===== config.mk =====
export PLATFORM = sky130hd
export DESIGN_NAME = oscs_ctrl
export DESIGN_NICKNAME = d
export VERILOG_FILES = /design/src/oscs_pkg.sv /design/src/oscs_wait_cnt.sv /design/src/oscs_stop_det.sv /design/src/oscs_ctrl.sv
export VERILOG_INCLUDE_DIRS = /design/src
export SDC_FILE = /design/constraint.sdc
export NUM_CORES = 1
export LEC_CHECK = 0
export ABC_AREA = 1
export BUFFER_PORTS_ARGS = -buffer_cell sky130_fd_sc_hd__buf_2
export CAP_MARGIN = 5
export CORE_MARGIN = 10
export CORE_UTILIZATION = 52
export DETAILED_ROUTE_END_ITERATION = 10
export PLACE_DENSITY = 0.86
export SLEW_MARGIN = 20
export SYNTH_ARGS = -nofsm -noshare
export SYNTH_HDL_FRONTEND = slang
export SYNTH_SLANG_ARGS = --single-unit

===== constraint.sdc =====
create_clock -name clk_i -period 2.3 [get_ports clk_i]
set_input_delay 0.345 -clock clk_i [delete_from_list [all_inputs] [get_ports clk_i]]
set_output_delay 0.345 -clock clk_i [all_outputs]
set_load 0.05 [all_outputs]

===== src/oscs_regs.svh =====
`ifndef OSCS_REGS_SVH
`define OSCS_REGS_SVH

// Register byte offsets
`define OSCS_ADDR_W 5
`define OSCS_OFF_ENABLE 5'h00
`define OSCS_OFF_XT_CFG 5'h04
`define OSCS_OFF_HS_CFG 5'h08
`define OSCS_OFF_GUARD 5'h0c
`define OSCS_OFF_FLAGS 5'h10
`define OSCS_OFF_IRQ_EN 5'h14
`define OSCS_OFF_STATUS 5'h18

// Enable register fields
`define OSCS_EN_FAST 0
`define OSCS_EN_XT 1
`define OSCS_EN_HS 2
`define OSCS_EN_EXT 3
`define OSCS_ENABLE_RST 4'h1

// Flag and interrupt enable fields
`define OSCS_FL_FAST 0
`define OSCS_FL_XT 1
`define OSCS_FL_HS 2

// Crystal configuration fields
`define OSCS_XT_WAIT_LSB 0
`define OSCS_XT_WAIT_MSB 1
`define OSCS_XT_GAINN_LSB 2
`define OSCS_XT_GAINN_MSB 3
`define OSCS_XT_CAP_LSB 4
`define OSCS_XT_CAP_MSB 6
`define OSCS_XT_GAINB_LSB 8
`define OSCS_XT_GAINB_MSB 9
`define OSCS_XT_BOOST 10
`define OSCS_XT_RESTART 11
`define OSCS_XT_CFG_W 12
`define OSCS_XT_CFG_RST 12'h000

// High-speed configuration fields
`define OSCS_HS_WAIT_LSB 0
`define OSCS_HS_WAIT_MSB 2
`define OSCS_HS_TYPE_LSB 4
`define OSCS_HS_TYPE_MSB 5
`define OSCS_HS_FREQ_LSB 6
`define OSCS_HS_FREQ_MSB 7
`define OSCS_HS_CFG_W 8
`define OSCS_HS_CFG_RST 8'h00

// Write guard
`define OSCS_GUARD_KEY 16'h0096
`define OSCS_GUARD_RST 16'h0000

// Wait lengths in oscillator cycles
`define OSCS_CNT_W 17
`define OSCS_FAST_WAIT 17'h00010
`define OSCS_XT_WAIT0 17'h01000
`define OSCS_XT_WAIT1 17'h04000
`define OSCS_XT_WAIT2 17'h08000
`define OSCS_XT_WAIT3 17'h10000
`define OSCS_HS_WAIT0 17'h00004
`define OSCS_HS_WAIT1 17'h00010
`define OSCS_HS_WAIT2 17'h00040
`define OSCS_HS_WAIT3 17'h00100
`define OSCS_HS_WAIT4 17'h00400
`define OSCS_HS_WAIT5 17'h01000
`define OSCS_HS_WAIT6 17'h04000
`define OSCS_HS_WAIT7 17'h10000

// System clock source code of the fast internal oscillator
`define OSCS_SRC_FAST 2'h0

`endif


===== src/oscs_pkg.sv =====
package oscs_pkg;

    typedef enum logic [1:0] {
        OSCS_HS_CRYSTAL = 2'b00,
        OSCS_HS_RC = 2'b01,
        OSCS_HS_INTERNAL = 2'b10
    } oscs_hs_type_t;

    typedef enum logic [1:0] {
        OSCS_RESP_OKAY = 2'b00,
        OSCS_RESP_SLVERR = 2'b10
    } oscs_resp_t;

endpackage


===== src/oscs_wait_cnt.sv =====
`timescale 1ns/1ps
module oscs_wait_cnt
    import oscs_pkg::*;
#(
    parameter int CNT_W = 17
)
(
    input wire logic clk_i,
    input wire logic rst_b_i,
    input wire logic run_i,
    input wire logic osc_clk_i,
    input wire logic [CNT_W-1:0] target_i,
    output logic edge_o,
    output logic done_o,
    output logic done_pulse_o
);

    logic osc_prev_q;
    logic [CNT_W-1:0] cnt_q;
    logic [CNT_W-1:0] cnt_inc;
    logic done_q;
    logic pulse_q;
    logic hit;

    assign edge_o = osc_clk_i & ~osc_prev_q;
    assign cnt_inc = cnt_q + {{(CNT_W-1){1'b0}}, 1'b1};
    assign hit = edge_o & ~done_q & (cnt_inc >= target_i);
    assign done_o = done_q;
    assign done_pulse_o = pulse_q;

    always_ff @(posedge clk_i)
    begin
        if (!rst_b_i)
            osc_prev_q <= 1'b0;
        else
            osc_prev_q <= osc_clk_i;
    end

    // Stopping the source discards progress: every start waits in full
    always_ff @(posedge clk_i)
    begin
        if (!rst_b_i || !run_i)
        begin
            cnt_q <= '0;
            done_q <= 1'b0;
        end
        else if (edge_o && !done_q)
        begin
            cnt_q <= cnt_inc;
            done_q <= hit;
        end
    end

    always_ff @(posedge clk_i)
    begin
        if (!rst_b_i)
            pulse_q <= 1'b0;
        else
            pulse_q <= hit & run_i;
    end

endmodule


===== src/oscs_stop_det.sv =====
`timescale 1ns/1ps
module oscs_stop_det
    import oscs_pkg::*;
#(
    parameter int STOP_LIMIT = 4096
)
(
    input wire logic clk_i,
    input wire logic rst_b_i,
    input wire logic arm_i,
    input wire logic osc_edge_i,
    output logic stop_o
);

    localparam int LIM_W = $clog2(STOP_LIMIT + 1);
    localparam logic [LIM_W-1:0] LIM = LIM_W'(STOP_LIMIT);

    logic [LIM_W-1:0] gap_q;
    logic stop_q;

    assign stop_o = stop_q;

    // Counts system cycles since the last oscillator edge
    always_ff @(posedge clk_i)
    begin
        if (!rst_b_i || !arm_i || osc_edge_i)
            gap_q <= '0;
        else if (gap_q != LIM)
            gap_q <= gap_q + {{(LIM_W-1){1'b0}}, 1'b1};
    end

    always_ff @(posedge clk_i)
    begin
        if (!rst_b_i)
            stop_q <= 1'b0;
        else
            stop_q <= arm_i & ~osc_edge_i
                & (gap_q == LIM - {{(LIM_W-1){1'b0}}, 1'b1});
    end

endmodule


===== src/oscs_ctrl.sv =====
`timescale 1ns/1ps
`include "oscs_regs.svh"

// Behaviour
// - After reset the system clock source is the fast internal oscillator.
// - Fast internal oscillator waits a fixed 16 of its own cycles.
// - Crystal wait picked by 2-bit field, high-speed wait by 3-bit field.
// - An oscillator's clock stays gated while its wait is still counting.
// - Wait end opens the clock; the ready flag sets one cycle later.
// - Every oscillation start counts the full wait regardless of flag.
// - Writing 1 clears a ready flag; writing 0 leaves it.
// - Each flag has an enable; interrupt asserts while both are 1.
// - Writing 1 to an enable bit starts oscillator and its wait (no wait for external).
// - Crystal configuration writable only after key 0x0096 is written.
// - Any other key value restores protection of the configuration.
// - Crystal config holds normal gain, gate capacitor and boost gain.
// - With boost set, boost gain applies for fixed period after enable.
// - High-speed type selectable: crystal/ceramic, RC or internal.
// - Internal high-speed type frequency comes from a writable field.
// - Crystal stop detector notices lost oscillation and restarts it.
// - High-speed config holds 2-bit type, 2-bit frequency, 3-bit wait.
module oscs_ctrl
    import oscs_pkg::*;
#(
    parameter int BOOST_EDGES = 1024,
    parameter int STOP_LIMIT = 4096
)
(
    input wire logic clk_i,
    input wire logic rst_b_i,
    input wire logic [`OSCS_ADDR_W-1:0] s_axi_awaddr,
    input wire logic s_axi_awvalid,
    output logic s_axi_awready,
    input wire logic [31:0] s_axi_wdata,
    input wire logic [3:0] s_axi_wstrb,
    input wire logic s_axi_wvalid,
    output logic s_axi_wready,
    output logic [1:0] s_axi_bresp,
    output logic s_axi_bvalid,
    input wire logic s_axi_bready,
    input wire logic [`OSCS_ADDR_W-1:0] s_axi_araddr,
    input wire logic s_axi_arvalid,
    output logic s_axi_arready,
    output logic [31:0] s_axi_rdata,
    output logic [1:0] s_axi_rresp,
    output logic s_axi_rvalid,
    input wire logic s_axi_rready,
    input wire logic fast_internal_clk_i,
    input wire logic crystal_32k_clk_i,
    input wire logic high_speed_clk_i,
    output logic fast_internal_en_o,
    output logic crystal_osc_en_o,
    output logic high_speed_en_o,
    output logic ext_clock_en_o,
    output logic fast_internal_gate_o,
    output logic crystal_gate_o,
    output logic high_speed_gate_o,
    output logic ext_clock_gate_o,
    output logic [1:0] system_clk_src_o,
    output logic [1:0] crystal_gain_o,
    output logic [2:0] crystal_gate_cap_o,
    output logic [1:0] high_speed_type_o,
    output logic [1:0] high_speed_freq_o,
    output logic clock_irq_o
);

    localparam int BW = $clog2(BOOST_EDGES + 1);
    localparam logic [BW-1:0] BLIM = BW'(BOOST_EDGES);

    logic [3:0] enable_q;
    logic [`OSCS_XT_CFG_W-1:0] xt_cfg_q;
    logic [`OSCS_HS_CFG_W-1:0] hs_cfg_q;
    logic [15:0] guard_q;
    logic [2:0] flags_q;
    logic [2:0] irq_en_q;
    logic bvalid_q;
    logic [1:0] bresp_q;
    logic rvalid_q;
    logic [1:0] rresp_q;
    logic [31:0] rdata_q;
    logic [BW-1:0] boost_cnt_q;
    logic [1:0] gain_q;
    logic restart_q;

    logic wr_go;
    logic rd_go;
    logic [31:0] wmask;
    logic [31:0] wval;
    logic unlocked;
    logic wr_hit;
    logic [31:0] rd_word;
    logic rd_hit;
    logic [2:0] w1c;
    logic [2:0] set_pulse;
    logic [2:0] done;
    logic xt_run;
    logic xt_edge;
    logic xt_stop;
    logic boost_on;
    logic [`OSCS_CNT_W-1:0] xt_target;
    logic [`OSCS_CNT_W-1:0] hs_target;

    // Both channels are taken in the same cycle; the response follows
    assign wr_go = s_axi_awvalid & s_axi_wvalid & ~bvalid_q;
    assign rd_go = s_axi_arvalid & ~rvalid_q;
    assign s_axi_awready = wr_go;
    assign s_axi_wready = wr_go;
    assign s_axi_arready = rd_go;
    assign s_axi_bvalid = bvalid_q;
    assign s_axi_bresp = bresp_q;
    assign s_axi_rvalid = rvalid_q;
    assign s_axi_rresp = rresp_q;
    assign s_axi_rdata = rdata_q;

    genvar gi;
    generate
        for (gi = 0; gi < 4; gi++)
        begin : g_mask
            assign wmask[gi*8 +: 8] = {8{s_axi_wstrb[gi]}};
        end
    endgenerate

    assign unlocked = (guard_q == `OSCS_GUARD_KEY);

    always_comb
    begin
        wr_hit = 1'b1;
        unique case (s_axi_awaddr)
            `OSCS_OFF_ENABLE, `OSCS_OFF_XT_CFG, `OSCS_OFF_HS_CFG,
            `OSCS_OFF_GUARD, `OSCS_OFF_FLAGS, `OSCS_OFF_IRQ_EN,
            `OSCS_OFF_STATUS: wr_hit = 1'b1;
            default: wr_hit = 1'b0;
        endcase
    end

    assign wval = s_axi_wdata & wmask;

    always_ff @(posedge clk_i)
    begin
        if (!rst_b_i)
            enable_q <= `OSCS_ENABLE_RST;
        else if (wr_go && s_axi_awaddr == `OSCS_OFF_ENABLE)
            enable_q <= (enable_q & ~wmask[3:0]) | wval[3:0];
    end

    // Guarded configuration: writes are dropped while locked
    always_ff @(posedge clk_i)
    begin
        if (!rst_b_i)
            xt_cfg_q <= `OSCS_XT_CFG_RST;
        else if (wr_go && unlocked && s_axi_awaddr == `OSCS_OFF_XT_CFG)
            xt_cfg_q <= (xt_cfg_q & ~wmask[`OSCS_XT_CFG_W-1:0])
                        | wval[`OSCS_XT_CFG_W-1:0];
    end

    always_ff @(posedge clk_i)
    begin
        if (!rst_b_i)
            hs_cfg_q <= `OSCS_HS_CFG_RST;
        else if (wr_go && unlocked && s_axi_awaddr == `OSCS_OFF_HS_CFG)
            hs_cfg_q <= (hs_cfg_q & ~wmask[`OSCS_HS_CFG_W-1:0])
                        | wval[`OSCS_HS_CFG_W-1:0];
    end

    // Any value other than the key relocks
    always_ff @(posedge clk_i)
    begin
        if (!rst_b_i)
            guard_q <= `OSCS_GUARD_RST;
        else if (wr_go && s_axi_awaddr == `OSCS_OFF_GUARD)
            guard_q <= (guard_q & ~wmask[15:0])
                       | wval[15:0];
    end

    always_ff @(posedge clk_i)
    begin
        if (!rst_b_i)
            irq_en_q <= 3'h0;
        else if (wr_go && s_axi_awaddr == `OSCS_OFF_IRQ_EN)
            irq_en_q <= (irq_en_q & ~wmask[2:0]) | wval[2:0];
    end

    assign w1c = (wr_go && s_axi_awaddr == `OSCS_OFF_FLAGS) ?
                 wval[2:0] : 3'h0;

    // Set beats a same-cycle clear
    always_ff @(posedge clk_i)
    begin
        if (!rst_b_i)
            flags_q <= 3'h0;
        else
            flags_q <= (flags_q & ~w1c) | set_pulse;
    end

    always_ff @(posedge clk_i)
    begin
        if (!rst_b_i)
        begin
            bvalid_q <= 1'b0;
            bresp_q <= OSCS_RESP_OKAY;
        end
        else if (wr_go)
        begin
            bvalid_q <= 1'b1;
            bresp_q <= wr_hit ? OSCS_RESP_OKAY : OSCS_RESP_SLVERR;
        end
        else if (s_axi_bready)
            bvalid_q <= 1'b0;
    end

    always_comb
    begin
        rd_word = 32'h0;
        rd_hit = 1'b1;
        unique case (s_axi_araddr)
            `OSCS_OFF_ENABLE: rd_word = {28'h0, enable_q};
            `OSCS_OFF_XT_CFG: rd_word = {20'h0, xt_cfg_q};
            `OSCS_OFF_HS_CFG: rd_word = {24'h0, hs_cfg_q};
            `OSCS_OFF_GUARD: rd_word = {31'h0, unlocked};
            `OSCS_OFF_FLAGS: rd_word = {29'h0, flags_q};
            `OSCS_OFF_IRQ_EN: rd_word = {29'h0, irq_en_q};
            `OSCS_OFF_STATUS: rd_word = {26'h0, boost_on, xt_run,
                                         ext_clock_gate_o, done};
            default: rd_hit = 1'b0;
        endcase
    end

    always_ff @(posedge clk_i)
    begin
        if (!rst_b_i)
        begin
            rvalid_q <= 1'b0;
            rresp_q <= OSCS_RESP_OKAY;
            rdata_q <= 32'h0;
        end
        else if (rd_go)
        begin
            rvalid_q <= 1'b1;
            rresp_q <= rd_hit ? OSCS_RESP_OKAY : OSCS_RESP_SLVERR;
            rdata_q <= rd_word;
        end
        else if (s_axi_rready)
            rvalid_q <= 1'b0;
    end

    always_comb
    begin
        unique case (xt_cfg_q[`OSCS_XT_WAIT_MSB:`OSCS_XT_WAIT_LSB])
            2'h0: xt_target = `OSCS_XT_WAIT0;
            2'h1: xt_target = `OSCS_XT_WAIT1;
            2'h2: xt_target = `OSCS_XT_WAIT2;
            2'h3: xt_target = `OSCS_XT_WAIT3;
        endcase
    end

    always_comb
    begin
        unique case (hs_cfg_q[`OSCS_HS_WAIT_MSB:`OSCS_HS_WAIT_LSB])
            3'h0: hs_target = `OSCS_HS_WAIT0;
            3'h1: hs_target = `OSCS_HS_WAIT1;
            3'h2: hs_target = `OSCS_HS_WAIT2;
            3'h3: hs_target = `OSCS_HS_WAIT3;
            3'h4: hs_target = `OSCS_HS_WAIT4;
            3'h5: hs_target = `OSCS_HS_WAIT5;
            3'h6: hs_target = `OSCS_HS_WAIT6;
            3'h7: hs_target = `OSCS_HS_WAIT7;
        endcase
    end

    // A detected stop drops the crystal for one cycle to restart it
    assign xt_run = enable_q[`OSCS_EN_XT] & ~restart_q;

    oscs_wait_cnt #(.CNT_W(`OSCS_CNT_W)) u_fast_wait (
        .clk_i(clk_i),
        .rst_b_i(rst_b_i),
        .run_i(enable_q[`OSCS_EN_FAST]),
        .osc_clk_i(fast_internal_clk_i),
        .target_i(`OSCS_FAST_WAIT),
        .edge_o(),
        .done_o(done[`OSCS_FL_FAST]),
        .done_pulse_o(set_pulse[`OSCS_FL_FAST])
    );

    oscs_wait_cnt #(.CNT_W(`OSCS_CNT_W)) u_xt_wait (
        .clk_i(clk_i),
        .rst_b_i(rst_b_i),
        .run_i(xt_run),
        .osc_clk_i(crystal_32k_clk_i),
        .target_i(xt_target),
        .edge_o(xt_edge),
        .done_o(done[`OSCS_FL_XT]),
        .done_pulse_o(set_pulse[`OSCS_FL_XT])
    );

    oscs_wait_cnt #(.CNT_W(`OSCS_CNT_W)) u_hs_wait (
        .clk_i(clk_i),
        .rst_b_i(rst_b_i),
        .run_i(enable_q[`OSCS_EN_HS]),
        .osc_clk_i(high_speed_clk_i),
        .target_i(hs_target),
        .edge_o(),
        .done_o(done[`OSCS_FL_HS]),
        .done_pulse_o(set_pulse[`OSCS_FL_HS])
    );

    oscs_stop_det #(.STOP_LIMIT(STOP_LIMIT)) u_xt_stop (
        .clk_i(clk_i),
        .rst_b_i(rst_b_i),
        .arm_i(xt_run & done[`OSCS_FL_XT] & xt_cfg_q[`OSCS_XT_RESTART]),
        .osc_edge_i(xt_edge),
        .stop_o(xt_stop)
    );

    always_ff @(posedge clk_i)
    begin
        if (!rst_b_i)
            restart_q <= 1'b0;
        else
            restart_q <= xt_stop;
    end

    // Boost period counts crystal edges from the start of oscillation
    always_ff @(posedge clk_i)
    begin
        if (!rst_b_i || !xt_run)
            boost_cnt_q <= '0;
        else if (xt_edge && boost_cnt_q != BLIM)
            boost_cnt_q <= boost_cnt_q + {{(BW-1){1'b0}}, 1'b1};
    end

    assign boost_on = xt_run & xt_cfg_q[`OSCS_XT_BOOST]
                      & (boost_cnt_q != BLIM);

    always_ff @(posedge clk_i)
    begin
        if (!rst_b_i)
            gain_q <= 2'h0;
        else if (boost_on)
            gain_q <= xt_cfg_q[`OSCS_XT_GAINB_MSB:`OSCS_XT_GAINB_LSB];
        else
            gain_q <= xt_cfg_q[`OSCS_XT_GAINN_MSB:`OSCS_XT_GAINN_LSB];
    end

    assign fast_internal_en_o = enable_q[`OSCS_EN_FAST];
    assign crystal_osc_en_o = xt_run;
    assign high_speed_en_o = enable_q[`OSCS_EN_HS];
    assign ext_clock_en_o = enable_q[`OSCS_EN_EXT];
    // Clocks pass only after their wait
    assign fast_internal_gate_o = done[`OSCS_FL_FAST];
    assign crystal_gate_o = done[`OSCS_FL_XT];
    assign high_speed_gate_o = done[`OSCS_FL_HS];
    // No wait stage for the external input
    assign ext_clock_gate_o = enable_q[`OSCS_EN_EXT];
    assign system_clk_src_o = `OSCS_SRC_FAST;
    assign crystal_gain_o = gain_q;
    assign crystal_gate_cap_o = xt_cfg_q[`OSCS_XT_CAP_MSB:`OSCS_XT_CAP_LSB];
    assign high_speed_type_o =
        hs_cfg_q[`OSCS_HS_TYPE_MSB:`OSCS_HS_TYPE_LSB];
    assign high_speed_freq_o =
        hs_cfg_q[`OSCS_HS_FREQ_MSB:`OSCS_HS_FREQ_LSB];
    assign clock_irq_o = |(flags_q & irq_en_q);

endmodule


# After elaboration in Yosys (flattened, before gate mapping)
# Memories as Yosys holds them, arrays and structs flattened. A register that Yosys moved wholly into a read port is not among the register bits.
# Index checks and enable logic that the tools add are counted.
[op_classes]
n_reduce_logical = 32
muxes = 14
n_eq_ne = 19
bitwise_logic = 52
order_cmp = 3
addsub = 5
[op_table]
columns = ["op", "n"]
rows = [
  ["one-hot mux 12 bit (7 select lines)", 1],
  ["one-hot mux 17 bit (4 select lines)", 1],
  ["adder 17 x 1 -> 17 bit, second input constant", 3],
  [">= comparator 17 bit", 2],
  ["bitwise AND 16 bit", 2],
  ["equality test 5 bit, second input constant", 6],
  ["bitwise AND 1 bit", 22],
  ["equality test 5 x 4 -> 1 bit, second input constant", 4],
  [">= comparator 17 x 5 -> 1 bit, second input constant", 1],
  ["equality test 16 x 8 -> 1 bit, second input constant", 1],
  ["inverter 16 bit", 1],
  ["OR 16 bit", 1],
  ["OR reduction 7 bit", 2],
  ["adder 13 x 1 -> 13 bit, second input constant", 1],
  ["equality test 13 x 12 -> 1 bit, second input constant", 1],
  ["inequality test 13 bit, second input constant", 1],
  ["bitwise AND 12 bit", 1],
  ["inverter 12 bit", 1],
  ["OR 12 bit", 1],
  ["adder 11 x 1 -> 11 bit, second input constant", 1],
  ["logical AND 1 bit", 11],
  ["inequality test 11 bit, second input constant", 1],
  ["equality test 5 x 3 -> 1 bit, second input constant", 2],
  ["zero test 5 bit", 2],
  ["other kinds (20)", 55],
]
[word_totals]
n_memories = 1
mem_bits_ro = 64
out_inout_bits = 61
regBits = 172
in_bits = 56
[memory_table]
columns = ["name", "words", "width", "rd", "rd_clocked_by_memory_dff", "wr", "line", "rtl"]
rows = [
  ["(name not given)", 8, 8, 1, 1, 0, "oscs_ctrl.sv:258", "unique case (hs_cfg_q[`OSCS_HS_WAIT_MSB:`OSCS_HS_WAIT_LSB])"],
]

# Logic depth before layout (Yosys ltp)
[logic_depth]
word_depth = 7
ltp_mapped = 23

# Cells and area by module
# From an unflattened synthesis, not the netlist that was laid out.
[unflattened]
hier_cells = 1481
area_unflattened_um2 = 9898.2
[modules_own_cells]
columns = ["module", "seq_area_each_um2", "n_inst", "area_each_um2", "cells_per_inst"]
rows = [
  ["oscs_wait_cnt", 400.4, 3, 1664.1, 258],
  ["oscs_ctrl", 1681.6, 1, 4181.5, 597],
  ["oscs_stop_det", 280.3, 1, 724.4, 110],
]

# Worst setup path before layout
# Ideal clock, no wire load.
[synth_path]
path_kind = "reg-to-reg"
startpoint = "register u_hs_wait.cnt_q[1]"
endpoint = "register u_hs_wait.done_q (netlist: u_hs_wait.done_o)"
path_slack_ns = -0.140
arrival_ns = 2.381
path_buffers = 0
stages_incl_launch_ff = 24
t_required_ns = 2.241
path_cell_list = "dfxtp_1 > ha_1 > nand2_1 > inv_2 > nand3_4 > nor2_4 > nand2_2 > nor2_4 > nand2_1 > xor2_1 > inv_1 > ha_1 > nand2_1 > nor2_1 > nand2_1 > nor2_1 > nand3_1 > nor2_1 > nand3_1 > nand2_1 > clkinv_1 > nand3_2 > nand2_2 > nand2_1"
[synth_between]
elab_chain_cells = 3
[synth_rtl]
columns = ["item", "line", "rtl"]
rows = [
  ["from (decl)", "oscs_wait_cnt.sv:19", "logic [CNT_W-1:0] cnt_q;"],
  ["from (signal assigned)", "oscs_wait_cnt.sv:49", "cnt_q <= cnt_inc;"],
  ["adder 17 x 1 -> 17 bit", "oscs_wait_cnt.sv:26", "assign cnt_inc = cnt_q + {{(CNT_W-1){1'b0}}, 1'b1};"],
  ["named net u_hs_wait.cnt_inc[12]", "oscs_wait_cnt.sv:20", "logic [CNT_W-1:0] cnt_inc;"],
  [">= comparator 17 bit", "oscs_wait_cnt.sv:27", "assign hit = edge_o & ~done_q & (cnt_inc >= target_i);"],
  ["bitwise AND 1 bit", "oscs_wait_cnt.sv:27", ""],
  ["to (signal assigned)", "oscs_wait_cnt.sv:50", "done_q <= hit;"],
  ["to (decl)", "oscs_wait_cnt.sv:21", "logic done_q;"],
]
# The timed path passes the listed nets, and every way through them passes these cells.
# A chain may end at the register's enable or synchronous reset.

# Worst setup path in the final report
[layout_path]
startpoint = "register u_hs_wait.cnt_q[0]"
endpoint = "register u_hs_wait.done_q (netlist: u_hs_wait.done_o)"
# Same word-level chain as after synthesis.

==> results.env <==
FIRSTDRTPASSITERS=5
CLK-INSERTION-DELAY-LATE_NS=0.43
CPMAXSTAGEDELAYCELL='sky130_fd_sc_hd__dfxtp_4'
ANTENNA_CELLS=0
SEQUENTIAL_FRACTION_OF_THE_SYNTHESIS_AREA=0.380
NUMCTSBUFFERS=17
TIMING.CRITICAL_PATH.BUF_INV=3
SETUP.WORST_PATH.CLASS='flip-flop to flip-flop'
PERIOD_NEEDED_NS=2.65
WORSTHOLDENDPOINT='u_xt_wait.osc_prev_q$_SDFF_PN0_'
HOLD_VIOL_FINAL=0
DESIGN_POWER_TOTAL_mW=6.25
FLOORPLAN.DIE.HEIGHT_UM=146
WORSTHOLDPATHTYPE='input pin to flip-flop'
FINAL.FILL_COUNT=1358
GRT_PASS1_WL_MM=34.7
FIN_SKEW_NS=0.00557
REPORT.FINAL.SETUP_VIOL=2
CRITPATHMAXSTAGEDELAY_NS=0.35
MAX-CAP-VIOLATIONS=0
STATUS='finished with violations'
SYNTHESIS.INSTANCES=1200
DOMINANTREGCELLSYNTH='sky130_fd_sc_hd__dfxtp_1'
CTS_HOLD_BUFFERS=0
WORSTHOLDPATHCELLS=3
VIAS_PER_CELL=5.21
CP.ARRIVAL_NS=3.02
INITIAL_UTILIZATION=0.527
FLOW.AREA_GROWTH_FROM_SYNTHESIS_PCT=16.7
FINAL_MAX_SLEW_VIOL_COUNT=0
VIAS=7947
WORST_SETUP_PATH_END_KIND='flip-flop'
RSZ_0062_RAISED_AFTER_GLOBAL_ROUTING='yes'
GRT_UTIL_MET3=0.0411
AVGROUTEDWIREPERCELL_UM=14.2
GRT.BUSIEST_LAYER='met2'
GRT_MAX_DEGREE=45
YS_SEQ_ELEMENTS=158
GRT_PASS1_VIAS=7502
TRITONCTS='done'
POSTSYNTH.ASYNCRESETSHARE=0
CLOCK-SINKS=158
PATH_DELAY_FAMILY='simple AND/OR/NAND/NOR gates'
DRTITER0DRC=680
POWER_DENSITY_OF_THE_PLACED_CELLS_nW_PER_UM2=643
POWER.STATIC_LEAKAGE_nW=4.50
CLOCK_TREE.HTREE_LEVEL_COUNT=4
GLOBAL_PLACER_S_FINAL_WEIGHTED_CONGESTION=0.936
DESIGN.PORTCOUNT=117
SYNTH_EDF_COUNT=0
WL_MM=21.6
DRCVIOLATIONCOUNT=0
COMMONEST_NON_FILL_NON_TAP_CELL_IN_THE_LAYOUT='sky130_fd_sc_hd__nand2_1'
FIN_SETUP_TNS_NS=-0.692
SETUP.WORST_PATH.START_CLASS='flip-flop'
SLEW-LIMIT-HEADROOM=0.512
PLACE.DETAILED.HPWL_MM=15.3
MET1_USAGE=0.234
GRT.TOTAL_USAGE=0.193
MIN_FROM='crystal_32k_clk_i'
FIN_CRIT_SH=1.15
ANTENNA_FOUND_INITIAL=0
WORST_PIN_SLEW_NS=0.731
DESIGN.CORE.AREA_UM2=15800
PATH_COMMON_CELL='sky130_fd_sc_hd__nand2_1'
FP-ROW-COUNT=46
CTS-ROOT-TO-SINK-BUFFERS=2
WORST_IR_DROP_VDD_mV=0.529
DRT.ANTENNA.VIOLATING_NETS=0
SYNTHESIS.AREA_PER_INSTANCE_UM2=6.93
DRIVE_ABOVE_1_SHARE=0.157
WORST_R2R_STARTPOINT='u_hs_wait.cnt_q[0]$_SDFFE_PP0P_'
POST_ROUTE_HOLD_SLACK_NS=0.120
BUFFER_PORTS.INSERTED=74
MOST-COMMON-LAYOUT-CELLS='212 x sky130_fd_sc_hd__nand2_1, 204 x sky130_fd_sc_hd__inv_1, 152 x sky130_fd_sc_hd__dfxtp_1'
CLKSLEWWORSTSETUPHOLDPATHS_NS=0.06
FINALWORSTSETUPSLACK_NS=-0.350
FAILED_CHECKS='negative setup slack'
GRTUSAGEMET2=0.318
MAX_CLOCK_FREQ_MHz=377
REG2REG_SLACK_NS=-0.35
POST_SYNTH_NUM_CELL_TYPES=43
WORSTPATHREQUIRED_NS=2.67
SYN-CELL-AREA_UM2=8320
DIE-WIDTH_UM=146
WORST-R2R-CELL-COUNT=23
CRITICAL_PATH.REG2REG.ENDPOINT='u_hs_wait.done_o$_SDFFE_PP0P_'
DESIGN.DIE.AREA_UM2=21400
WORSTPATHMAXFANOUT=3
FINISH.NET_COUNT=1372
CP_CELL_SEQUENCE='ha_4 > nand2_2 > inv_2 > nand3_4 > nor2_4 > nand2_4 > nor2_4 > nand2_1 > xor2_1 > inv_1 > ha_4 > nand2_2 > nor2_2 > nand2_1 > nor2_1 > nand3_1 > nor2_1 > nand3_1 > nand2_1 > clkinv_2 > nand3_2 > nand2_2 > nand2_1'
YS_WARN_COUNT=0
GR-TOTAL-OVERFLOW=0
CLK_ROOT_BUFFER_CELL='sky130_fd_sc_hd__clkbuf_16'
-- power breakdown --
group | internal (mW) | switching, mW
Sequential | 2.78 | 0.0448
Clock | 1.80 | 1.13
Combinational | 0.119 | 0.370
Total | 4.70 | 1.54
-- how the worst max path moves through the flow --
stage	slack, ns	startpoint	cells past startpoint	to
6_report	-0.35	u_hs_wait.cnt_q[0]$_SDFFE_PP0P_	23	u_hs_wait.done_o$_SDFFE_PP0P_
2_1_floorplan	-0.03	u_hs_wait.cnt_q[0]$_SDFFE_PP0P_	23	u_hs_wait.done_o$_SDFFE_PP0P_
3_5_place_dp	-0.19	u_hs_wait.cnt_q[0]$_SDFFE_PP0P_	22	u_hs_wait.done_o$_SDFFE_PP0P_
4_1_cts	-0.23	u_hs_wait.cnt_q[0]$_SDFFE_PP0P_	22	u_hs_wait.done_o$_SDFFE_PP0P_
5_1_grt	-0.53	u_hs_wait.cnt_q[0]$_SDFFE_PP0P_	23	u_hs_wait.done_o$_SDFFE_PP0P_
3_3_place_gp	-0.14	u_hs_wait.cnt_q[0]$_SDFFE_PP0P_	22	u_hs_wait.done_o$_SDFFE_PP0P_
-- repair_timing --
| action | in CTS | in global routing |
|---|---|---|
| endpoints found under the hold margin | 0 | 0 |
| setup endpoints to repair | 4 | 4 |
| pin swaps | 3 | 9 |
| gates resized for setup | 4 | 14 |
| setup buffers | 6 | 5 |
-- metrics by stage --
step / cells / instance area [µm²] / setup WS, ns / utilization
after floorplan: 1223 / 8440 / -0.0314 / -
after global placement: 1481 / 8940 / -0.139 / 0.567
after detailed placement: 1481 / 8940 / -0.192 / 0.567
after CTS: 1519 / 9630 / -0.227 / 0.611
after global routing: 1524 / 9710 / -0.534 / 0.615
final: 1524 / 9710 / -0.350 / 0.615
-- cell families after synthesis --
kind of cell | share of synthesized area
AOI/OAI and AO/OA | 0.147
other | 0.000451
DFF | 0.380
and+or+nand+nor | 0.261
buffers and inverters | 0.138
xor gates and xnor gates | 0.0411
adders and majority gates | 0.0316
-- final cells by class --
class | instances | area [µm²] | share of cell area
repair buffers | 113 | 663 | 0.0683
flip-flops and latches | 158 | 3180 | 0.327
clock inverters | 9 | 133 | 0.0137
clock buffers | 23 | 479 | 0.0494
multi-input cells | 794 | 4190 | 0.432
inverters | 211 | 793 | 0.0817
well taps | 216 | 270 | 0.0278
-- worst reg2reg max path, cell delays in order, from the launching register on --
cell and delay, ns:
sky130_fd_sc_hd__dfxtp_4 0.35, sky130_fd_sc_hd__ha_4 0.13, sky130_fd_sc_hd__nand2_2 0.05, sky130_fd_sc_hd__inv_2 0.07, sky130_fd_sc_hd__nand3_4 0.07, sky130_fd_sc_hd__nor2_4 0.13, sky130_fd_sc_hd__nand2_4 0.09, sky130_fd_sc_hd__nor2_4 0.14
sky130_fd_sc_hd__nand2_1 0.07, sky130_fd_sc_hd__xor2_1 0.19, sky130_fd_sc_hd__inv_1 0.12, sky130_fd_sc_hd__ha_4 0.29, sky130_fd_sc_hd__nand2_2 0.05, sky130_fd_sc_hd__nor2_2 0.08, sky130_fd_sc_hd__nand2_1 0.07, sky130_fd_sc_hd__nor2_1 0.10
sky130_fd_sc_hd__nand3_1 0.08, sky130_fd_sc_hd__nor2_1 0.11, sky130_fd_sc_hd__nand3_1 0.08, sky130_fd_sc_hd__nand2_1 0.09, sky130_fd_sc_hd__clkinv_2 0.06, sky130_fd_sc_hd__nand3_2 0.06, sky130_fd_sc_hd__nand2_2 0.05, sky130_fd_sc_hd__nand2_1 0.05
-- Yosys cell counts (17+ instances only) --
cell type | n | area share
sky130_fd_sc_hd__nand2_1 | 216 | 0.098
sky130_fd_sc_hd__inv_1 | 204 | 0.092
sky130_fd_sc_hd__dfxtp_1 | 158 | 0.38
sky130_fd_sc_hd__nor2_1 | 123 | 0.056
sky130_fd_sc_hd__o21ai_0 | 94 | 0.057
sky130_fd_sc_hd__a21oi_1 | 92 | 0.055
sky130_fd_sc_hd__nand3_1 | 54 | 0.033
sky130_fd_sc_hd__xor2_1 | 34 | 0.036
sky130_fd_sc_hd__buf_4 | 33 | 0.030
sky130_fd_sc_hd__clkbuf_1 | 23 | 0.010
sky130_fd_sc_hd__nand4_1 | 22 | 0.017
sky130_fd_sc_hd__ha_1 | 21 | 0.032
sky130_fd_sc_hd__nor3_1 | 19 | 0.011
sky130_fd_sc_hd__o211ai_1 | 17 | 0.015
-- layer usage --
metal | vias up | wire, µm
li1 | 3974 | -
met1 | 3645 | 9460
met2 | 273 | 10300
met3 | 55 | 1210
met4 | 0 | 651
met5 | - | 0
Note: power is estimated with default switching activity, not from simulation.
